==> config.mk <==
export PLATFORM = sky130hd
export DESIGN_NAME = occ_channel
export DESIGN_NICKNAME = d
export VERILOG_FILES = /design/src/core/occ_pkg.sv /design/src/core/occ_channel.sv
export SDC_FILE = /design/constraint.sdc
export NUM_CORES = 1
export LEC_CHECK = 0
export BUFFER_PORTS_ARGS = -buffer_cell sky130_fd_sc_hd__buf_2
export CELL_PAD_IN_SITES_DETAIL_PLACEMENT = 1
export CELL_PAD_IN_SITES_GLOBAL_PLACEMENT = 2
export CORE_UTILIZATION = 38
export DETAILED_ROUTE_END_ITERATION = 10
export GPL_TIMING_DRIVEN = 0
export PLACE_DENSITY = 0.77
export SKIP_CTS_REPAIR_TIMING = 1
export SLEW_MARGIN = 10
export SYNTH_ARGS = -nofsm -noshare
export SYNTH_HDL_FRONTEND = slang
export SYNTH_SLANG_ARGS = --single-unit
==> constraint.sdc <==
create_clock -name pclk -period 3.3 [get_ports pclk]
set_clock_uncertainty 0.05 [all_clocks]
set_input_delay 0.66 -clock pclk [delete_from_list [all_inputs] [get_ports pclk]]
set_output_delay 0.66 -clock pclk [all_outputs]
set_load 0.02 [all_outputs]
==> src/core/occ_pkg.sv <==
/*
 Package for the output compare channel: register map, control field layout,
 modes, clock selects and packed carriers.
 Assumes a 32-bit APB slave; registers sit one per aligned word.
*/
package occ_pkg;
    localparam int unsigned OCC_ADDR_W = 5;
    localparam logic [4:0] OCC_CTRL_OFFSET = 5'h00;
    localparam logic [4:0] OCC_PRIMARY_OFFSET = 5'h04;
    localparam logic [4:0] OCC_SECONDARY_OFFSET = 5'h08;
    localparam logic [4:0] OCC_TIMER_OFFSET = 5'h0C;
    localparam logic [4:0] OCC_STATUS_OFFSET = 5'h10;
    localparam logic [4:0] OCC_MASK_OFFSET = 5'h14;

    localparam int unsigned OCC_IDLE_STOP_BIT = 13;
    localparam int unsigned OCC_CLKSEL_LSB = 10;
    localparam int unsigned OCC_FAULT_EN_BIT = 7;
    localparam int unsigned OCC_FAULT_STAT_BIT = 4;
    localparam int unsigned OCC_TRIG_MODE_BIT = 3;
    localparam int unsigned OCC_TRIG_STAT_BIT = 5;

    localparam int unsigned OCC_STAT_PRIMARY = 0;
    localparam int unsigned OCC_STAT_SECONDARY = 1;
    localparam int unsigned OCC_STAT_FAULT = 2;
    localparam int unsigned OCC_STAT_W = 3;

    localparam logic [15:0] OCC_CTRL_RESET = 16'h0000;
    localparam logic [15:0] OCC_CTRL_WR_MASK = 16'h3C8F;
    localparam logic [15:0] OCC_COUNT_ZERO = 16'h0000;
    localparam logic [15:0] OCC_COUNT_ONE = 16'h0001;
    localparam logic [2:0] OCC_STAT_RESET = 3'h0;

    typedef enum logic [2:0] {
        OCC_MODE_OFF = 3'h0,
        OCC_MODE_ONE_HIGH = 3'h1,
        OCC_MODE_ONE_LOW = 3'h2,
        OCC_MODE_TOGGLE = 3'h3,
        OCC_MODE_DUAL_SHOT = 3'h4,
        OCC_MODE_DUAL_CONT = 3'h5,
        OCC_MODE_EDGE_PWM = 3'h6,
        OCC_MODE_CENTRE_PWM = 3'h7
    } occ_mode_type;

    localparam logic [2:0] OCC_CLK_TIMER2 = 3'h0;
    localparam logic [2:0] OCC_CLK_TIMER3 = 3'h1;
    localparam logic [2:0] OCC_CLK_TIMER4 = 3'h2;
    localparam logic [2:0] OCC_CLK_TIMER5 = 3'h3;
    localparam logic [2:0] OCC_CLK_TIMER1 = 3'h4;
    localparam logic [2:0] OCC_CLK_PERIPH = 3'h7;

    typedef struct packed {
        logic psel;
        logic penable;
        logic pwrite;
        logic [OCC_ADDR_W-1:0] paddr;
        logic [31:0] pwdata;
    } occ_apb_req_type;

    typedef struct packed {
        logic pready;
        logic pslverr;
        logic [31:0] prdata;
    } occ_apb_rsp_type;

    typedef struct packed {
        logic timer1;
        logic timer2;
        logic timer3;
        logic timer4;
        logic timer5;
    } occ_tick_type;
endpackage : occ_pkg

==> src/core/occ_channel.sv <==
/*
 Output compare channel with its own timer, APB register slave and interrupt.
 Assumes timer clock ticks arrive as one-cycle pulses synchronous to pclk,
 and idle and fault inputs are synchronous levels.
*/
// The address map and the APB slave port are this design's own decisions.
// Behaviour
// RULE1 - Three-bit select picks the timer tick source
// RULE2 - Idle-stop bit halts channel during CPU idle
// RULE3 - Compare timer with one or two registers
// RULE4 - Compare matches can raise an interrupt
// RULE5 - Fault input acts only when enabled
// RULE6 - Trigger flag cleared by secondary match optionally
// RULE7 - Compare registers double-buffered only in PWM
// RULE8 - Centre PWM: high at primary, low secondary
// RULE9 - Edge PWM: high at zero, low primary
// RULE10 - Dual continuous: start low, alternate toggles
// RULE11 - Dual single-shot: low, toggle twice, one pulse
// RULE12 - Single compare toggles on every primary match
// RULE13 - Mode two: start high, low on match
// RULE14 - Mode one: start low, high on match
// RULE15 - Mode zero disables all compare activity
// RULE16 - Enabled fault sets sticky software-clearable status
// RULE17 - Timer counts selected ticks, restarts per period
`timescale 1ns/10ps
module occ_channel
    import occ_pkg::*;
(
    input wire logic pclk,
    input wire logic presetn,
    input wire occ_pkg::occ_apb_req_type apb_req,
    output occ_pkg::occ_apb_rsp_type apb_rsp,
    input wire occ_pkg::occ_tick_type timer_tick,
    input wire logic cpu_idle,
    input wire logic fault_a_input,
    output logic compare_output_pin,
    output logic irq
);
    import occ_pkg::*;

    logic [15:0] ctrl;
    logic [15:0] primary_write;
    logic [15:0] secondary_write;
    logic [15:0] primary_compare_value;
    logic [15:0] secondary_compare_value;
    logic [15:0] channel_timer;
    logic [OCC_STAT_W-1:0] irq_status;
    logic [OCC_STAT_W-1:0] irq_mask;
    logic fault_a_status;
    logic trigger_status_flag;
    logic shot_done;
    logic dual_phase;
    logic [2:0] last_mode;

    occ_mode_type compare_mode_field;
    logic [2:0] timebase_clock_select;
    logic idle_stop_bit;
    logic fault_a_enable;
    logic trigger_clear_mode;
    logic tick;
    logic run;
    logic is_pwm;
    logic match_primary;
    logic match_secondary;
    logic fault_event;
    logic mode_changed;
    logic wr_en;
    logic rd_en;
    logic [15:0] wdata16;
    logic [15:0] next_timer;
    logic [OCC_STAT_W-1:0] events;
    logic [31:0] read_data;

    function automatic logic hits(input logic [OCC_ADDR_W-1:0] a, input logic [4:0] off);
        hits = (a == off);
    endfunction : hits

    assign compare_mode_field = occ_mode_type'(ctrl[2:0]);
    assign timebase_clock_select = ctrl[OCC_CLKSEL_LSB+2:OCC_CLKSEL_LSB];
    assign idle_stop_bit = ctrl[OCC_IDLE_STOP_BIT];
    assign fault_a_enable = ctrl[OCC_FAULT_EN_BIT];
    assign trigger_clear_mode = ctrl[OCC_TRIG_MODE_BIT];
    assign is_pwm = (compare_mode_field == OCC_MODE_EDGE_PWM) || (compare_mode_field == OCC_MODE_CENTRE_PWM);
    assign mode_changed = (last_mode != ctrl[2:0]);

    // Reserved selects give no ticks, so the timer simply stands
    always_comb begin
        case (timebase_clock_select) // [RULE1]
            OCC_CLK_TIMER2: tick = timer_tick.timer2;
            OCC_CLK_TIMER3: tick = timer_tick.timer3;
            OCC_CLK_TIMER4: tick = timer_tick.timer4;
            OCC_CLK_TIMER5: tick = timer_tick.timer5;
            OCC_CLK_TIMER1: tick = timer_tick.timer1;
            OCC_CLK_PERIPH: tick = 1'b1;
            default: tick = 1'b0;
        endcase
    end

    assign run = (compare_mode_field != OCC_MODE_OFF) && !(idle_stop_bit && cpu_idle); // [RULE2] [RULE15]
    assign match_primary = run && tick && (channel_timer == primary_compare_value); // [RULE3]
    assign match_secondary = run && tick && (channel_timer == secondary_compare_value); // [RULE3]
    assign fault_event = fault_a_enable && fault_a_input; // [RULE5]

    // Period ends at the secondary value in PWM, so it is the period register
    always_comb begin
        next_timer = channel_timer + OCC_COUNT_ONE;
        if (is_pwm && (channel_timer == secondary_compare_value)) begin
            next_timer = OCC_COUNT_ZERO; // [RULE17]
        end
    end

    always_ff @(posedge pclk or negedge presetn) begin
        if (!presetn) begin
            channel_timer <= OCC_COUNT_ZERO;
        end else if (compare_mode_field == OCC_MODE_OFF || mode_changed) begin
            channel_timer <= OCC_COUNT_ZERO;
        end else if (run && tick) begin
            channel_timer <= next_timer; // [RULE17]
        end
    end

    assign wr_en = apb_req.psel && apb_req.penable && apb_req.pwrite;
    assign rd_en = apb_req.psel && !apb_req.pwrite;
    assign wdata16 = apb_req.pwdata[15:0];

    // Control register; hardware-owned bits are masked out of the write
    always_ff @(posedge pclk or negedge presetn) begin
        if (!presetn) begin
            ctrl <= OCC_CTRL_RESET;
            last_mode <= 3'h0;
        end else begin
            last_mode <= ctrl[2:0];
            if (wr_en && hits(apb_req.paddr, OCC_CTRL_OFFSET)) begin
                ctrl <= wdata16 & OCC_CTRL_WR_MASK;
            end
        end
    end

    always_ff @(posedge pclk or negedge presetn) begin
        if (!presetn) begin
            primary_write <= OCC_COUNT_ZERO;
            secondary_write <= OCC_COUNT_ZERO;
        end else if (wr_en) begin
            if (hits(apb_req.paddr, OCC_PRIMARY_OFFSET)) begin
                primary_write <= wdata16;
            end
            if (hits(apb_req.paddr, OCC_SECONDARY_OFFSET)) begin
                secondary_write <= wdata16;
            end
        end
    end

    // Shadow load at period end avoids glitched PWM duty on mid-period writes
    always_ff @(posedge pclk or negedge presetn) begin
        if (!presetn) begin
            primary_compare_value <= OCC_COUNT_ZERO;
            secondary_compare_value <= OCC_COUNT_ZERO;
        end else if (!is_pwm || !run || (tick && next_timer == OCC_COUNT_ZERO)) begin
            primary_compare_value <= primary_write; // [RULE7]
            secondary_compare_value <= secondary_write; // [RULE7]
        end
    end

    // Output pin state per mode
    always_ff @(posedge pclk or negedge presetn) begin
        if (!presetn) begin
            compare_output_pin <= 1'b0;
            shot_done <= 1'b0;
            dual_phase <= 1'b0;
        end else if (fault_event) begin
            compare_output_pin <= 1'b0; // [RULE5]
        end else if (compare_mode_field == OCC_MODE_OFF || mode_changed) begin
            compare_output_pin <= (compare_mode_field == OCC_MODE_ONE_LOW); // [RULE13] [RULE15]
            shot_done <= 1'b0;
            dual_phase <= 1'b0;
        end else begin
            case (compare_mode_field)
                OCC_MODE_ONE_HIGH: begin
                    if (match_primary) compare_output_pin <= 1'b1; // [RULE14]
                end
                OCC_MODE_ONE_LOW: begin
                    if (match_primary) compare_output_pin <= 1'b0; // [RULE13]
                end
                OCC_MODE_TOGGLE: begin
                    if (match_primary) compare_output_pin <= !compare_output_pin; // [RULE12]
                end
                OCC_MODE_DUAL_SHOT: begin
                    if (!shot_done && !dual_phase && match_primary) begin
                        compare_output_pin <= 1'b1; // [RULE11]
                        dual_phase <= 1'b1;
                    end else if (!shot_done && dual_phase && match_secondary) begin
                        compare_output_pin <= 1'b0; // [RULE11]
                        shot_done <= 1'b1;
                    end
                end
                OCC_MODE_DUAL_CONT: begin
                    if (!dual_phase && match_primary) begin
                        compare_output_pin <= !compare_output_pin; // [RULE10]
                        dual_phase <= 1'b1;
                    end else if (dual_phase && match_secondary) begin
                        compare_output_pin <= !compare_output_pin; // [RULE10]
                        dual_phase <= 1'b0;
                    end
                end
                OCC_MODE_EDGE_PWM: begin
                    if (run && tick && next_timer == OCC_COUNT_ZERO) begin
                        compare_output_pin <= 1'b1; // [RULE9]
                    end else if (match_primary) begin
                        compare_output_pin <= 1'b0; // [RULE9]
                    end
                end
                OCC_MODE_CENTRE_PWM: begin
                    if (match_secondary) begin
                        compare_output_pin <= 1'b0; // [RULE8]
                    end else if (match_primary) begin
                        compare_output_pin <= 1'b1; // [RULE8]
                    end
                end
                default: compare_output_pin <= 1'b0;
            endcase
        end
    end

    // Fault status: set wins over a software clear
    always_ff @(posedge pclk or negedge presetn) begin
        if (!presetn) begin
            fault_a_status <= 1'b0;
        end else if (fault_event) begin
            fault_a_status <= 1'b1; // [RULE16]
        end else if (wr_en && hits(apb_req.paddr, OCC_CTRL_OFFSET) && !wdata16[OCC_FAULT_STAT_BIT]) begin
            fault_a_status <= 1'b0; // [RULE16]
        end
    end

    // Trigger flag is set by a primary match; software writes zero to clear
    always_ff @(posedge pclk or negedge presetn) begin
        if (!presetn) begin
            trigger_status_flag <= 1'b0;
        end else if (match_primary) begin
            trigger_status_flag <= 1'b1;
        end else if (trigger_clear_mode && match_secondary) begin
            trigger_status_flag <= 1'b0; // [RULE6]
        end else if (wr_en && hits(apb_req.paddr, OCC_CTRL_OFFSET) && !wdata16[OCC_TRIG_STAT_BIT]) begin
            trigger_status_flag <= 1'b0; // [RULE6]
        end
    end

    assign events = {fault_event, match_secondary, match_primary};

    always_ff @(posedge pclk or negedge presetn) begin
        if (!presetn) begin
            irq_status <= OCC_STAT_RESET;
            irq_mask <= OCC_STAT_RESET;
        end else begin
            if (wr_en && hits(apb_req.paddr, OCC_STATUS_OFFSET)) begin
                irq_status <= (irq_status & ~apb_req.pwdata[OCC_STAT_W-1:0]) | events; // [RULE4]
            end else begin
                irq_status <= irq_status | events; // [RULE4]
            end
            if (wr_en && hits(apb_req.paddr, OCC_MASK_OFFSET)) begin
                irq_mask <= apb_req.pwdata[OCC_STAT_W-1:0];
            end
        end
    end

    assign irq = |(irq_status & irq_mask); // [RULE4]

    // Read data registered in setup so the access phase answers at once
    always_ff @(posedge pclk or negedge presetn) begin
        if (!presetn) begin
            read_data <= 32'h0000_0000;
        end else if (rd_en && !apb_req.penable) begin
            case (apb_req.paddr)
                OCC_CTRL_OFFSET: read_data <= {16'h0000, ctrl[15:6], trigger_status_flag,
                    fault_a_status, ctrl[3:0]};
                OCC_PRIMARY_OFFSET: read_data <= {16'h0000, primary_write};
                OCC_SECONDARY_OFFSET: read_data <= {16'h0000, secondary_write};
                OCC_TIMER_OFFSET: read_data <= {16'h0000, channel_timer};
                OCC_STATUS_OFFSET: read_data <= {29'h0000_0000, irq_status};
                OCC_MASK_OFFSET: read_data <= {29'h0000_0000, irq_mask};
                default: read_data <= 32'h0000_0000;
            endcase
        end
    end

    // One driver for the whole response
    assign apb_rsp = '{pready: 1'b1,
        pslverr: apb_req.psel && apb_req.penable &&
            (apb_req.paddr > OCC_MASK_OFFSET || apb_req.paddr[1:0] != 2'h0),
        prdata: read_data};
endmodule : occ_channel

After elaboration in Yosys (flattened, before gate mapping)
Index checks and enable logic that the tools add are counted.

Latch bits: 0. Logic and storage cells: 140. Register bits: 135. Memory bits (read-only): 0. Memories kept: 0. Memory bits (writable): 0.

Shifts and indexed selects: 0. Equality and inequality tests: 26. $lt $le $gt $ge: 1. Multipliers: 0. Reduce and logical (&&, ||, !) cells: 59. Divide/modulo/power cells: 0. Bitwise operators: 6. Add/sub/neg operators: 1. Multiplexer cells: 32.

Operator list (number): $pmux W16 S6 (1); $mux W16 (3); $eq A16 B16 Y1 (2); $logic_and A1 B1 Y1 (26); $mux W1 (24); $eq A3 B3 Y1 const B (6); $add A16 B1 Y16 const B (1); $logic_not A16 Y1 (1); $eq A3 B2 Y1 const B (4); $eq A5 B4 Y1 const B (2); $eq A5 B5 Y1 const B (2); $logic_not A1 Y1 (10); $ne A5 B5 Y1 const B (2); $reduce_bool A2 Y1 (5); $reduce_bool A3 Y1 (3); $ne A4 B4 Y1 const B (2); $reduce_and A4 Y1 (2); $pmux W1 S7 (1); $and A3 B3 Y3 (2); $eq A3 B1 Y1 const B (2); $logic_not A3 Y1 (2); $or A3 B3 Y3 (2); $pmux W1 S6 (1); $eq A5 B3 Y1 const B (1); 13 further kinds (18).

Longest topological paths before layout
Gate-level depths: netlist (run 1).

Depth in word-level cells: 11. Depth in mapped cells: 9. Gate-level depth less buffers: 8.

Least setup slack after synthesis (run 1)
No wires, ideal clock.

Path kind: input to register. Start: in apb_req[33] in the netlist's numbering. End: reg secondary_write[10]. Path slack: 0.531 ns. Data required time: 3.125 ns. Library setup time: 0.125 ns. Stages on the path: 5. Arrival time: 2.594 ns. Path through: or4b_2 > clkbuf_1 > nor2_1 > clkbuf_1 > mux2_2.

Cells in the longest elaborated chain, start to end: 2.

RTL lines: start: declaration (line occ_channel.sv:31) `input wire occ_pkg::occ_apb_req_type apb_req,`; $eq A5 B4 Y1 (line occ_channel.sv:75) `hits = (a == off);`; $reduce_and A2 Y1 (no line); end signal: assignment (line occ_channel.sv:148) `secondary_write <= wdata16;`; end: declaration (line occ_channel.sv:43) `logic [15:0] secondary_write;`.

Every way passes these cells. A chain may end at the register's enable or synchronous reset.

Worst setup path after layout (run 1)
Start: reg channel_timer[12]. End: reg secondary_compare_value[6].

Cells in the longest elaborated chain, start to end: 6. Elaborated cells between the ends (all ways): 7. Those cells by class: 1 x add/sub; 1 x eq/ne; 1 x mux; 4 x reduce/logical.

RTL lines: start: declaration (line occ_channel.sv:46) `logic [15:0] channel_timer;`; start signal: assignment (line occ_channel.sv:118) `channel_timer <= next_timer;`; branches (longest 2 deep; another with $add A16 B1 Y16); $mux W16 * (line occ_channel.sv:107) `if (is_pwm && (channel_timer == secondary_compare_value)) begin`; $logic_not A16 Y1 * (line occ_channel.sv:158) `end else if (!is_pwm || !run || (tick && next_timer == OCC_COUNT_ZERO)) begin`; $logic_and A1 B1 Y1 * (line occ_channel.sv:158); $logic_or A1 B1 Y1 * (line occ_channel.sv:158); end signal: assignment (line occ_channel.sv:160) `secondary_compare_value <= secondary_write;`; end: declaration (line occ_channel.sv:45) `logic [15:0] secondary_compare_value;`.

Mark *: on every way between the ends.

==> load_flow_metrics.sql, run 1 <==
INSERT INTO impl_metrics (metric_group, metric, value, unit) VALUES
('outcome', 'status', 'complete, no violations', ''),
('detailed_routing', 'drt_pre_antenna_iters', '4', ''),
('pwr', 'p_sw', '1.18', 'mW'),
('setup_path', 'worst_setup_path_start_kind', 'flop', ''),
('detailed_routing', 'wl', '19100', 'um'),
('yosys', 'synth_top_cell_area_share', '0.456', ''),
('global_route', 'number_of_global_route_vias_before_repair', '5314', ''),
('global_route', 'number_of_antenna_violations_at_the_first_check_in_global_routing', '0', ''),
('hold_path', 'hold_path.class', 'in -> async', ''),
('cells_and_area', 'antenna_cells_inserted', '0', ''),
('sta', 'setup_repair_after_global_routing_missed_its_margin', 'false', ''),
('global_route', 'grt_util_met2', '0.380', ''),
('die', 'initial_core_util', '0.391', ''),
('global_route', 'total_global_routing_overflow', '0', ''),
('setup_path', 'path_buf_inv', '2', ''),
('setup_path', 'critPathMaxStageDelay', '0.45', 'ns'),
('placement', 'post-place-cells', '892', ''),
('setup_path', 'path_delay_family', 'buffers and inverters', ''),
('yosys', 'synthesis.area_per_instance', '10.8', 'um^2'),
('setup_path', 'worstSetupPathDepth', '9', ''),
('global_route', 'wire_length_of_the_first_global_routing_pass', '30900', 'um'),
('die', 'io_pins', '85', ''),
('pwr', 'p_int', '3.18', 'mW'),
('cts', 'cts_buffers', '17', ''),
('die', 'die_height', '133', 'um'),
('placement', 'gp_routability_congestion', '0.788', ''),
('detailed_routing', 'drt_drc_violations_left', '0', ''),
('setup_path', 'crit_required', '3.54', 'ns'),
('sta', 'setup_tns', '0', 'ns'),
('pwr', 'combinationalPowerShare', '0.148', ''),
('yosys', 'yosys_warnings', '0', ''),
('global_route', 'globalRouteTotalUtil', '0.231', ''),
('cells_and_area', 'post_route_cells_drive_above_1_share', '0.289', ''),
('global_route', 'top_usage_layer', 'met2', ''),
('detailed_routing', 'avgRoutedWirePerCell', '20.6', 'um'),
('cells_and_area', 'layout-area-overhead-vs-synth', '19.7', '%'),
('die', 'die_w', '133', 'um'),
('cts', 'clock_tree.htree_level_count', '4', ''),
('pwr', 'clock_power_share', '0.457', ''),
('yosys', 'post_synth_instance_area', '6530', 'um^2'),
('pwr', 'p_seq_frac', '0.396', ''),
('yosys', 'synth_cell_types', '64', ''),
('global_route', 'grt_start_max_net_pins', '87', ''),
('setup_path', 'cells_along_the_critical_path', 'clkbuf_1 -> nand2_1 -> nor4_2 -> mux2i_1 -> a211oi_2 -> a41o_1 -> a21oi_2 -> buf_6 -> mux2_4', ''),
('setup_path', 'reg2regPathDepth', '9', ''),
('pwr', 'swShare', '0.270', ''),
('sta', 'min_period_over_period', '0.953', ''),
('yosys', 'synth_enable_flop_cells', '0', ''),
('cts', 'root_driver', 'sky130_fd_sc_hd__clkbuf_16', ''),
('pwr', 'power_per_cell_area', '558', 'nW/um^2'),
('yosys', 'synth_async_sr_flop_share', '1.00', ''),
('yosys', 'yosys_most_used_dff', 'sky130_fd_sc_hd__dfrtp_1', ''),
('pwr', 'static-leakage-power', '3.56', 'nW'),
('detailed_routing', 'vias_per_cell', '5.43', ''),
('yosys', 'postSynthRegisterBits', '119', ''),
('detailed_routing', 'num_vias', '5025', ''),
('placement', 'io_buffers', '50', ''),
('job', 'maxCapViolations', '0', ''),
('global_route', 'global_route.usage.met1', '0.313', ''),
('cts', 'clkTransAtPathRegs', '0.06', 'ns'),
('sta', 'setup_viol_count_final', '0', ''),
('cts', 'tritoncts', 'built', ''),
('die', 'std_cell_rows', '47', ''),
('cts', 'tritoncts_num_sinks', '119', ''),
('sta', 'timing.final.crit_period', '3.14', 'ns'),
('die', 'die_area', '17700', 'um^2'),
('yosys', 'yosys-top-cells-area', 'sky130_fd_sc_hd__dfrtp_1 46%, sky130_fd_sc_hd__mux2_2 7.9%, sky130_fd_sc_hd__mux2_4 6.9%', ''),
('setup_path', 'critPathSlowestCell', 'sky130_fd_sc_hd__clkbuf_1', ''),
('global_route', 'met3_track_demand_over_resource_in_global_routing', '0.0358', ''),
('cts', 'worst_skew_pair.late_latency', '0.42', 'ns'),
('setup_path', 'cp.arrival', '3.39', 'ns');
## cell usage after synthesis (2+ instances only)
library cell,n
sky130_fd_sc_hd__xor2_1,20
sky130_fd_sc_hd__xnor2_1,19
sky130_fd_sc_hd__nor2_1,42
sky130_fd_sc_hd__a221oi_1,3
sky130_fd_sc_hd__conb_1,2
sky130_fd_sc_hd__nand4_1,12
sky130_fd_sc_hd__o21a_1,9
sky130_fd_sc_hd__a41o_1,2
sky130_fd_sc_hd__buf_4,22
sky130_fd_sc_hd__a22o_1,6
sky130_fd_sc_hd__nor2b_1,7
sky130_fd_sc_hd__nand3_1,6
sky130_fd_sc_hd__or3_1,7
sky130_fd_sc_hd__nor3_1,4
sky130_fd_sc_hd__nor3b_1,3
sky130_fd_sc_hd__dfrtp_1,119
sky130_fd_sc_hd__a211oi_1,4
sky130_fd_sc_hd__o211ai_1,2
sky130_fd_sc_hd__nand3b_1,5
sky130_fd_sc_hd__o31ai_1,3
sky130_fd_sc_hd__and2_1,2
sky130_fd_sc_hd__or4_1,2
sky130_fd_sc_hd__clkbuf_1,26
sky130_fd_sc_hd__nand4b_1,3
sky130_fd_sc_hd__a211o_1,2
sky130_fd_sc_hd__mux2i_1,19
sky130_fd_sc_hd__nor4_1,13
sky130_fd_sc_hd__nand2b_1,12
sky130_fd_sc_hd__mux2_4,30
sky130_fd_sc_hd__a21oi_1,34
sky130_fd_sc_hd__buf_2,5
sky130_fd_sc_hd__o31a_1,2
sky130_fd_sc_hd__a31oi_1,3
sky130_fd_sc_hd__inv_1,8
sky130_fd_sc_hd__nand2_1,38
sky130_fd_sc_hd__o21ai_0,27
sky130_fd_sc_hd__buf_6,4
sky130_fd_sc_hd__mux2_2,46
sky130_fd_sc_hd__o221ai_1,8
## path summary, 6_finish.rpt
check / endpoint / slack, ns / startpoint
max: secondary_compare_value[6]$_DFFE_PN0P_ / 0.16 / channel_timer[12]$_DFFE_PN0P_
min: dual_phase$_DFFE_PN0P_ / 0.08 / presetn
max reg2reg: secondary_compare_value[6]$_DFFE_PN0P_ / 0.16 / channel_timer[12]$_DFFE_PN0P_
min reg2reg: read_data[10]$_DFFE_PN0P_ / 0.43 / read_data[10]$_DFFE_PN0P_
max in group asynchronous: secondary_write[14]$_DFFE_PN0P_ / 2.35 / presetn
min in group pclk: read_data[10]$_DFFE_PN0P_ / 0.43 / read_data[10]$_DFFE_PN0P_
## kinds of logic after synthesis
| group | count (synthesis) | share of synthesized area |
|---|---|---|
| compound gates | 117 | 0.118 |
| xor+xnor | 39 | 0.0523 |
| fa+ha+maj | 1 | 0.00192 |
| buf+inv | 66 | 0.0561 |
| flops | 119 | 0.456 |
| mux | 95 | 0.177 |
| other cells | 2 | 0.00115 |
| simple gates | 167 | 0.137 |
## cell type report
class                      count  area (um^2)
buffer                        58          338
clock buffer                  20          457
clock inverter                11          171
fill                        1898         8880
inverter                       8         30.0
multi-input combinational    436         3270
sequential                   119         2980
tap                          220          275
timing repair buffer          53          299
## power by group through the flow
stage	sequential (mW)	combinational [mW]	clock [mW]
after CTS	1.72	0.632	2.02
after floorplan	1.75	0.375	0
after detailed placement	1.75	0.627	0
final	1.72	0.644	1.99
after global placement	1.74	0.601	0
after global routing	1.74	0.705	2.08
## routing by layer
metal | routed length, um | share of wire
met5 | 0 | 0
met4 | 261 | 0.014
met3 | 519 | 0.027
met2 | 9290 | 0.49
met1 | 9000 | 0.47
## worst reg2reg max path, stage by stage, from the launching register on
cell and delay, ns:
sky130_fd_sc_hd__dfrtp_1 0.32, sky130_fd_sc_hd__clkbuf_1 0.45, sky130_fd_sc_hd__nand2_1 0.21, sky130_fd_sc_hd__nor4_2 0.38, sky130_fd_sc_hd__mux2i_1 0.31, sky130_fd_sc_hd__a211oi_2 0.07
sky130_fd_sc_hd__a41o_1 0.24, sky130_fd_sc_hd__a21oi_2 0.39, sky130_fd_sc_hd__buf_6 0.27, sky130_fd_sc_hd__mux2_4 0.33
## sequential cells by signal, summed over array words and instances, names as in the netlist
| name | cells |
|---|---|
| channel_timer | 16 |
| primary_compare_value | 16 |
| primary_write | 16 |
| read_data | 16 |
| secondary_compare_value | 16 |
| secondary_write | 16 |
| ctrl | 9 |
| irq_mask | 3 |
| irq_status | 3 |
| last_mode | 3 |
| compare_output_pin | 1 |
| dual_phase | 1 |
| fault_a_status | 1 |
| shot_done | 1 |
| trigger_status_flag | 1 |
## cells in the final DEF (no fill, tap or decap), types with 19 or more instances in the layout
master	synthesis	final
sky130_fd_sc_hd__xnor2_1	19	19
sky130_fd_sc_hd__buf_4	22	24
sky130_fd_sc_hd__buf_2	5	54
sky130_fd_sc_hd__mux2_2	46	46
sky130_fd_sc_hd__xor2_1	20	20
sky130_fd_sc_hd__a21oi_1	34	34
sky130_fd_sc_hd__o21ai_0	27	27
sky130_fd_sc_hd__clkbuf_1	26	27
sky130_fd_sc_hd__nor2_1	42	40
sky130_fd_sc_hd__nand2_1	38	38
sky130_fd_sc_hd__dfrtp_1	119	119
sky130_fd_sc_hd__mux2i_1	19	19
sky130_fd_sc_hd__mux2_4	30	30
## stage by stage
stage | power (mW) | util | worst slack [ns] | hold slack (ns) | cell area (um^2)
finish | 4.36 | 0.468 | 0.156 | 0.0847 | 7820
global placement | 2.34 | 0.426 | -0.305 | 0.422 | 7110
detailed placement | 2.37 | 0.428 | -0.329 | 0.428 | 7150
floorplan | 2.13 | - | 0.531 | 0.314 | 6590
global route | 4.53 | 0.468 | 0.00314 | 0.106 | 7820
CTS | 4.37 | 0.466 | -0.446 | 0.0859 | 7780
Note: power is estimated with default switching activity, not from simulation.
==> run 2, diff against run 1 <==
PLACE_DENSITY = not set   (was 0.77)
PLACE_DENSITY_LB_ADDON = 0.05   (was not set)
==> run 2 against run 1 <==
  * Core utilization about the same
  * Largest power group unchanged
  * Hold slack better by 0.033 ns
  * Non-clock buffer count down 2
==> load_flow_metrics.sql, run 2 (same netlist as run 1, synthesis figures left out) <==
INSERT INTO impl_metrics (metric_group, metric, value, unit) VALUES
('setup_path', 'reg2regPathDepth', '9', ''),
('setup_path', 'worstSetupPathDepth', '9', ''),
('cells_and_area', 'final_util', '0.468', ''),
('cts', 'tritoncts_num_sinks', '119', ''),
('placement', 'gp_routability_congestion', '0.785', ''),
('pwr', 'vdd_drop_max', '0.393', 'mV'),
('setup_path', 'cells_along_the_critical_path', 'buf_2 -> nand3_2 -> or3_4 -> or4_1 -> a211oi_2 -> a41o_1 -> a21oi_2 -> buf_6 -> mux2_4', ''),
('detailed_routing', 'drt.antenna.violating_nets', '0', ''),
('setup_path', 'timing.rr.end', 'secondary_compare_value[9]$_DFFE_PN0P_', ''),
('detailed_routing', 'wl', '19000', 'um'),
('global_route', 'grt_start_max_net_pins', '73', ''),
('pwr', 'static-leakage-power', '3.56', 'nW'),
('setup_path', 'cp_max_fo', '10', ''),
('cells_and_area', 'final_common_cell', 'sky130_fd_sc_hd__dfrtp_1', ''),
('cts', 'tritoncts', 'built', ''),
('setup_path', 'path_buf_inv', '2', ''),
('die', 'initial_core_util', '0.391', ''),
('global_route', 'wire_length_of_the_first_global_routing_pass', '30900', 'um'),
('global_route', 'number_of_global_route_vias_before_repair', '5371', ''),
('setup_path', 'endpoint_kind', 'flop', ''),
('cts', 'cts_buffers', '17', ''),
('cts', 'clkTransAtPathRegs', '0.06', 'ns'),
('pwr', 'power_per_cell_area', '558', 'nW/um^2'),
('cts', 'clock_tree.htree_level_count', '4', ''),
('sta', 'setup_viol_count_final', '0', ''),
('setup_path', 'critPathSlowestCell', 'sky130_fd_sc_hd__or4_1', ''),
('sta', 'final_max_slew_viol_count', '0', ''),
('sta', 'relSlewSlack', '0.0589', ''),
('job', 'maxCapViolations', '0', ''),
('placement', 'io_buffers', '50', ''),
('sta', 'min_period_over_period', '0.930', ''),
('detailed_routing', 'num_vias', '5030', ''),
('setup_path', 'startpoint', 'channel_timer[1]$_DFFE_PN0P_', ''),
('detailed_routing', 'vias_per_cell', '5.44', ''),
('detailed_routing', 'first_iter_violations', '224', ''),
('cells_and_area', 'antenna_cells_inserted', '0', ''),
('sta', 'fmaxAchievable', '326', 'MHz'),
('cts', 'worst_skew_pair.late_latency', '0.42', 'ns'),
('sta', 'report.final.hold_viol_count', '0', ''),
('placement', 'post-place-cells', '892', ''),
('setup_path', 'worst_setup_path_start_kind', 'flop', ''),
('global_route', 'number_of_antenna_violations_at_the_first_check_in_global_routing', '0', ''),
('sta', 'setup_repair_after_global_routing_missed_its_margin', 'false', ''),
('setup_path', 'cp.arrival', '3.32', 'ns'),
('cts', 'root_driver', 'sky130_fd_sc_hd__clkbuf_16', ''),
('setup_path', 'r2r_setup_slack', '0.23', 'ns'),
('global_route', 'globalRouteTotalUtil', '0.230', ''),
('setup_path', 'critical_path_class', 'reg -> reg', ''),
('die', 'die_w', '133', 'um'),
('cells_and_area', 'layout-area-overhead-vs-synth', '19.7', '%'),
('die', 'die_height', '133', 'um'),
('hold_path', 'hold_path.class', 'in -> async', ''),
('die', 'die_area', '17700', 'um^2'),
('global_route', 'total_global_routing_overflow', '0', ''),
('placement', 'detailedPlacementHpwl', '13700', 'um'),
('setup_path', 'path_delay_family', 'simple AND/OR/NAND/NOR gates', ''),
('cells_and_area', 'nFillCells', '1887', ''),
('die', 'coreArea', '16700', 'um^2'),
('die', 'std_cell_rows', '47', ''),
('pwr', 'report.power.total', '4.36', 'mW'),
('sta', 'worst-slew-pin-transition', '1.39', 'ns'),
('detailed_routing', 'drt_pre_antenna_iters', '4', ''),
('sta', 'timing.final.crit_period', '3.07', 'ns'),
('detailed_routing', 'avgRoutedWirePerCell', '20.5', 'um'),
('sta', 'final.hold.worst_slack', '0.118', 'ns'),
('cells_and_area', 'instances_no_fill', '924', ''),
('cells_and_area', 'highest_count_cells_in_the_layout_ignoring_fill_and_taps', '119 x sky130_fd_sc_hd__dfrtp_1, 54 x sky130_fd_sc_hd__buf_2, 46 x sky130_fd_sc_hd__mux2_2', ''),
('detailed_routing', 'drt_drc_violations_left', '0', ''),
('setup_path', 'crit_required', '3.55', 'ns'),
('cts', 'clock_tree.buffer_depth', '2', ''),
('cells_and_area', 'post_route_cells_drive_above_1_share', '0.291', ''),
('die', 'io_pins', '85', ''),
('setup_path', 'endpoint', 'secondary_compare_value[9]$_DFFE_PN0P_', ''),
('setup_path', 'critPathMaxStageDelay', '0.53', 'ns'),
('setup_path', 'worstReg2RegStart', 'channel_timer[1]$_DFFE_PN0P_', ''),
('outcome', 'status', 'complete, no violations', ''),
('cells_and_area', 'design.final.nets', '741', '');
[run 2: routing by layer]
metal / vias up / track usage / wire (um)
met4: 0 / 0.0669 / 228
li1: 2328 / - / -
met5: - / 0 / 0
met3: 18 / 0.0365 / 459
met2: 84 / 0.376 / 9260
met1: 2600 / 0.316 / 9010
[run 2: worst register-to-register path: cells and delay by family (launching register included)]
family / cells / cell delay [ns]
DFF: 1 / 0.35
buffers and inverters: 2 / 0.43
muxes: 1 / 0.31
AOI/OAI and AO/OA: 3 / 0.63
and+or+nand+nor: 3 / 1.18
[run 2: how the worst min path moves through the flow]
stage | slack, ns | end | cells past startpoint
6_report | 0.12 | shot_done$_DFFE_PN0P_ | 1
2_1_floorplan | 0.31 | channel_timer[0]$_DFFE_PN0P_ | 0
5_1_grt | 0.15 | shot_done$_DFFE_PN0P_ | 1
4_1_cts | 0.14 | shot_done$_DFFE_PN0P_ | 1
3_5_place_dp | 0.42 | read_data[11]$_DFFE_PN0P_ | 1
3_3_place_gp | 0.42 | read_data[3]$_DFFE_PN0P_ | 1
[run 2: metrics by stage]
| stage | setup TNS, ns | area, um^2 | worst slack (ns) |
|---|---|---|---|
| floorplan | 0 | 6590 | 0.531 |
| global placement | -25.54 | 7110 | -0.359 |
| detailed placement | -17.20 | 7150 | -0.434 |
| CTS | -13.63 | 7790 | -0.359 |
| global route | 0 | 7820 | 0.103 |
| finish | 0 | 7820 | 0.231 |
[run 2: area by class of cell]
cell class	instances	area [um^2]	area share
Buffer	58	339	0.0434
Clock buffer	18	439	0.0562
Clock inverter	14	198	0.0253
Inverter	8	30.0	0.00384
Multi-Input combinational cell	436	3270	0.419
Sequential cell	119	2980	0.381
Tap cell	220	275	0.0352
Timing Repair Buffer	51	284	0.0363
[run 2: power breakdown]
group	internal (mW)	total (mW)	switching [mW]
registers	1.60	1.73	0.122
logic	0.265	0.629	0.364
clock network	1.29	2.01	0.718
==> run 3, diff against run 2 <==
CORE_MARGIN = 2   (was not set)
==> run 3 against run 2 <==
  * Final cell count increased by 0.11%
  * Sequential power is essentially flat
  * Hold slack better by 0.0031 ns
  * Fmax is essentially flat
==> load_flow_metrics.sql, run 3 (same netlist as run 1, synthesis figures left out) <==
INSERT INTO impl_metrics (metric_group, metric, value, unit) VALUES
('placement', 'gp_routability_congestion', '0.797', ''),
('setup_path', 'r2r_setup_slack', '0.23', 'ns'),
('global_route', 'number_of_antenna_violations_at_the_first_check_in_global_routing', '1', ''),
('outcome', 'status', 'complete, no violations', ''),
('die', 'die_area', '18300', 'um^2'),
('cells_and_area', 'design.final.nets', '742', ''),
('sta', 'fmaxAchievable', '326', 'MHz'),
('cells_and_area', 'instances_no_fill', '925', ''),
('global_route', 'globalRouteTotalUtil', '0.224', ''),
('die', 'io_pins', '85', ''),
('die', 'coreArea', '16700', 'um^2'),
('die', 'die_w', '135', 'um'),
('placement', 'detailedPlacementHpwl', '13900', 'um'),
('die', 'die_height', '135', 'um'),
('sta', 'setup_repair_after_global_routing_missed_its_margin', 'false', ''),
('cells_and_area', 'finish.instance_area', '7770', 'um^2'),
('sta', 'relSlewSlack', '0.384', ''),
('setup_path', 'endpoint_kind', 'flop', ''),
('pwr', 'vdd_drop_max', '0.449', 'mV'),
('cells_and_area', 'final_common_cell', 'sky130_fd_sc_hd__dfrtp_1', ''),
('placement', 'placedInstanceArea', '7150', 'um^2'),
('sta', 'setup_viol_count_final', '0', ''),
('sta', 'worst-slew-pin-transition', '0.909', 'ns'),
('setup_path', 'reg2regPathDepth', '9', ''),
('detailed_routing', 'drt_pre_antenna_iters', '4', ''),
('pwr', 'p_seq_frac', '0.407', ''),
('setup_path', 'crit_required', '3.55', 'ns'),
('detailed_routing', 'wl', '19200', 'um'),
('pwr', 'p_sw', '1.24', 'mW'),
('cts', 'clkTransAtPathRegs', '0.06', 'ns'),
('detailed_routing', 'drt.antenna.violating_nets', '0', ''),
('die', 'std_cell_rows', '47', ''),
('sta', 'setup_tns', '0', 'ns'),
('pwr', 'clock_power_share', '0.443', ''),
('cts', 'cts_buffers', '17', ''),
('pwr', 'combinationalPowerShare', '0.150', ''),
('detailed_routing', 'first_iter_violations', '231', ''),
('sta', 'min_period_over_period', '0.930', ''),
('hold_path', 'hold_path.class', 'in -> async', ''),
('setup_path', 'timing.rr.end', 'secondary_compare_value[5]$_DFFE_PN0P_', ''),
('detailed_routing', 'avgRoutedWirePerCell', '20.8', 'um'),
('pwr', 'power_per_cell_area', '545', 'nW/um^2'),
('die', 'initial_core_util', '0.391', ''),
('detailed_routing', 'vias_per_cell', '5.41', ''),
('setup_path', 'critical_path_class', 'reg -> reg', ''),
('job', 'maxCapViolations', '0', ''),
('setup_path', 'cp_max_fo', '10', ''),
('cts', 'clock_tree.htree_level_count', '4', ''),
('cts', 'clock_tree.buffer_depth', '2', ''),
('global_route', 'wire_length_of_the_first_global_routing_pass', '30800', 'um'),
('cts', 'tritoncts', 'built', ''),
('setup_path', 'cp.arrival', '3.31', 'ns'),
('placement', 'io_buffers', '50', ''),
('cts', 'worst_skew_pair.late_latency', '0.42', 'ns'),
('global_route', 'total_global_routing_overflow', '0', ''),
('pwr', 'static-leakage-power', '3.54', 'nW'),
('global_route', 'grt_start_max_net_pins', '78', ''),
('cells_and_area', 'layout-area-overhead-vs-synth', '19.0', '%'),
('sta', 'report.final.hold_viol_count', '0', ''),
('sta', 'final_max_slew_viol_count', '0', ''),
('cells_and_area', 'post_route_cells_drive_above_1_share', '0.291', ''),
('global_route', 'number_of_global_route_vias_before_repair', '5370', ''),
('cells_and_area', 'highest_count_cells_in_the_layout_ignoring_fill_and_taps', '119 x sky130_fd_sc_hd__dfrtp_1, 54 x sky130_fd_sc_hd__buf_2, 46 x sky130_fd_sc_hd__mux2_2', ''),
('cells_and_area', 'antenna_cells_inserted', '0', ''),
('setup_path', 'worst_setup_path_start_kind', 'flop', ''),
('detailed_routing', 'drt_drc_violations_left', '0', ''),
('placement', 'post-place-cells', '892', ''),
('detailed_routing', 'num_vias', '5006', ''),
('pwr', 'swShare', '0.292', ''),
('sta', 'timing.final.crit_period', '3.07', 'ns'),
('cts', 'root_driver', 'sky130_fd_sc_hd__clkbuf_16', ''),
('pwr', 'p_int', '3.00', 'mW'),
('cells_and_area', 'final_util', '0.465', ''),
('cts', 'tritoncts_num_sinks', '119', ''),
('setup_path', 'worstReg2RegStart', 'channel_timer[1]$_DFFE_PN0P_', '');
-- run 3: power groups by stage --
stage | sequential, mW | clock (mW) | combinational, mW
4_1_cts | 1.72 | 1.92 | 0.630
3_5_place_dp | 1.75 | 0 | 0.628
5_1_grt | 1.74 | 1.97 | 0.695
2_1_floorplan | 1.75 | 0 | 0.375
6_report | 1.73 | 1.88 | 0.635
3_3_place_gp | 1.74 | 0 | 0.602
-- run 3: cell type report --
cell class              instances  area, um^2
plain buffers                  58         340
clock buffers                  17         425
clock inverters                15         170
fillers                      1899        8930
inverters                       8        30.0
multi-input cells             436        3260
flip-flops and latches        119        2980
well taps                     220         275
repair buffers                 52         292
-- run 3: how the worst max path moves through the flow --
stage / from / endpoint / slack [ns] / cells after the start
final: channel_timer[1]$_DFFE_PN0P_ / secondary_compare_value[5]$_DFFE_PN0P_ / 0.23 / 9
after global routing: channel_timer[7]$_DFFE_PN0P_ / primary_compare_value[2]$_DFFE_PN0P_ / 0.08 / 10
after CTS: channel_timer[7]$_DFFE_PN0P_ / primary_compare_value[2]$_DFFE_PN0P_ / -0.35 / 9
after detailed placement: apb_req[33] / secondary_write[14]$_DFFE_PN0P_ / -0.34 / 6
after global placement: apb_req[33] / secondary_write[9]$_DFFE_PN0P_ / -0.34 / 6
after floorplan: apb_req[33] / secondary_write[10]$_DFFE_PN0P_ / 0.53 / 5
-- run 3: metal layers --
metal  part of all wire  up-vias  global-route usage
met3              0.031       20              0.0338
met1               0.47     2575               0.303
met5                  0        -                   0
met2               0.49       91               0.368
li1                   -     2320                   -
met4              0.015        0              0.0758
-- run 3: per-stage QoR --
step	worst slack [ns]	hold slack [ns]	total power [mW]
6_report	0.231	0.121	4.24
4_1_cts	-0.354	0.123	4.27
2_1_floorplan	0.531	0.314	2.13
3_5_place_dp	-0.340	0.427	2.38
5_1_grt	0.0809	0.140	4.41
3_3_place_gp	-0.339	0.422	2.35
-- run 3: critical path: stages, from the launching register on --
cell	delay, ns
sky130_fd_sc_hd__dfrtp_1	0.34
sky130_fd_sc_hd__buf_2	0.21
sky130_fd_sc_hd__nand3_2	0.19
sky130_fd_sc_hd__or3_4	0.45
sky130_fd_sc_hd__or4_1	0.53
sky130_fd_sc_hd__a211oi_2	0.21
sky130_fd_sc_hd__a41o_1	0.28
sky130_fd_sc_hd__a21oi_2	0.15
sky130_fd_sc_hd__buf_6	0.21
sky130_fd_sc_hd__mux2_4	0.31
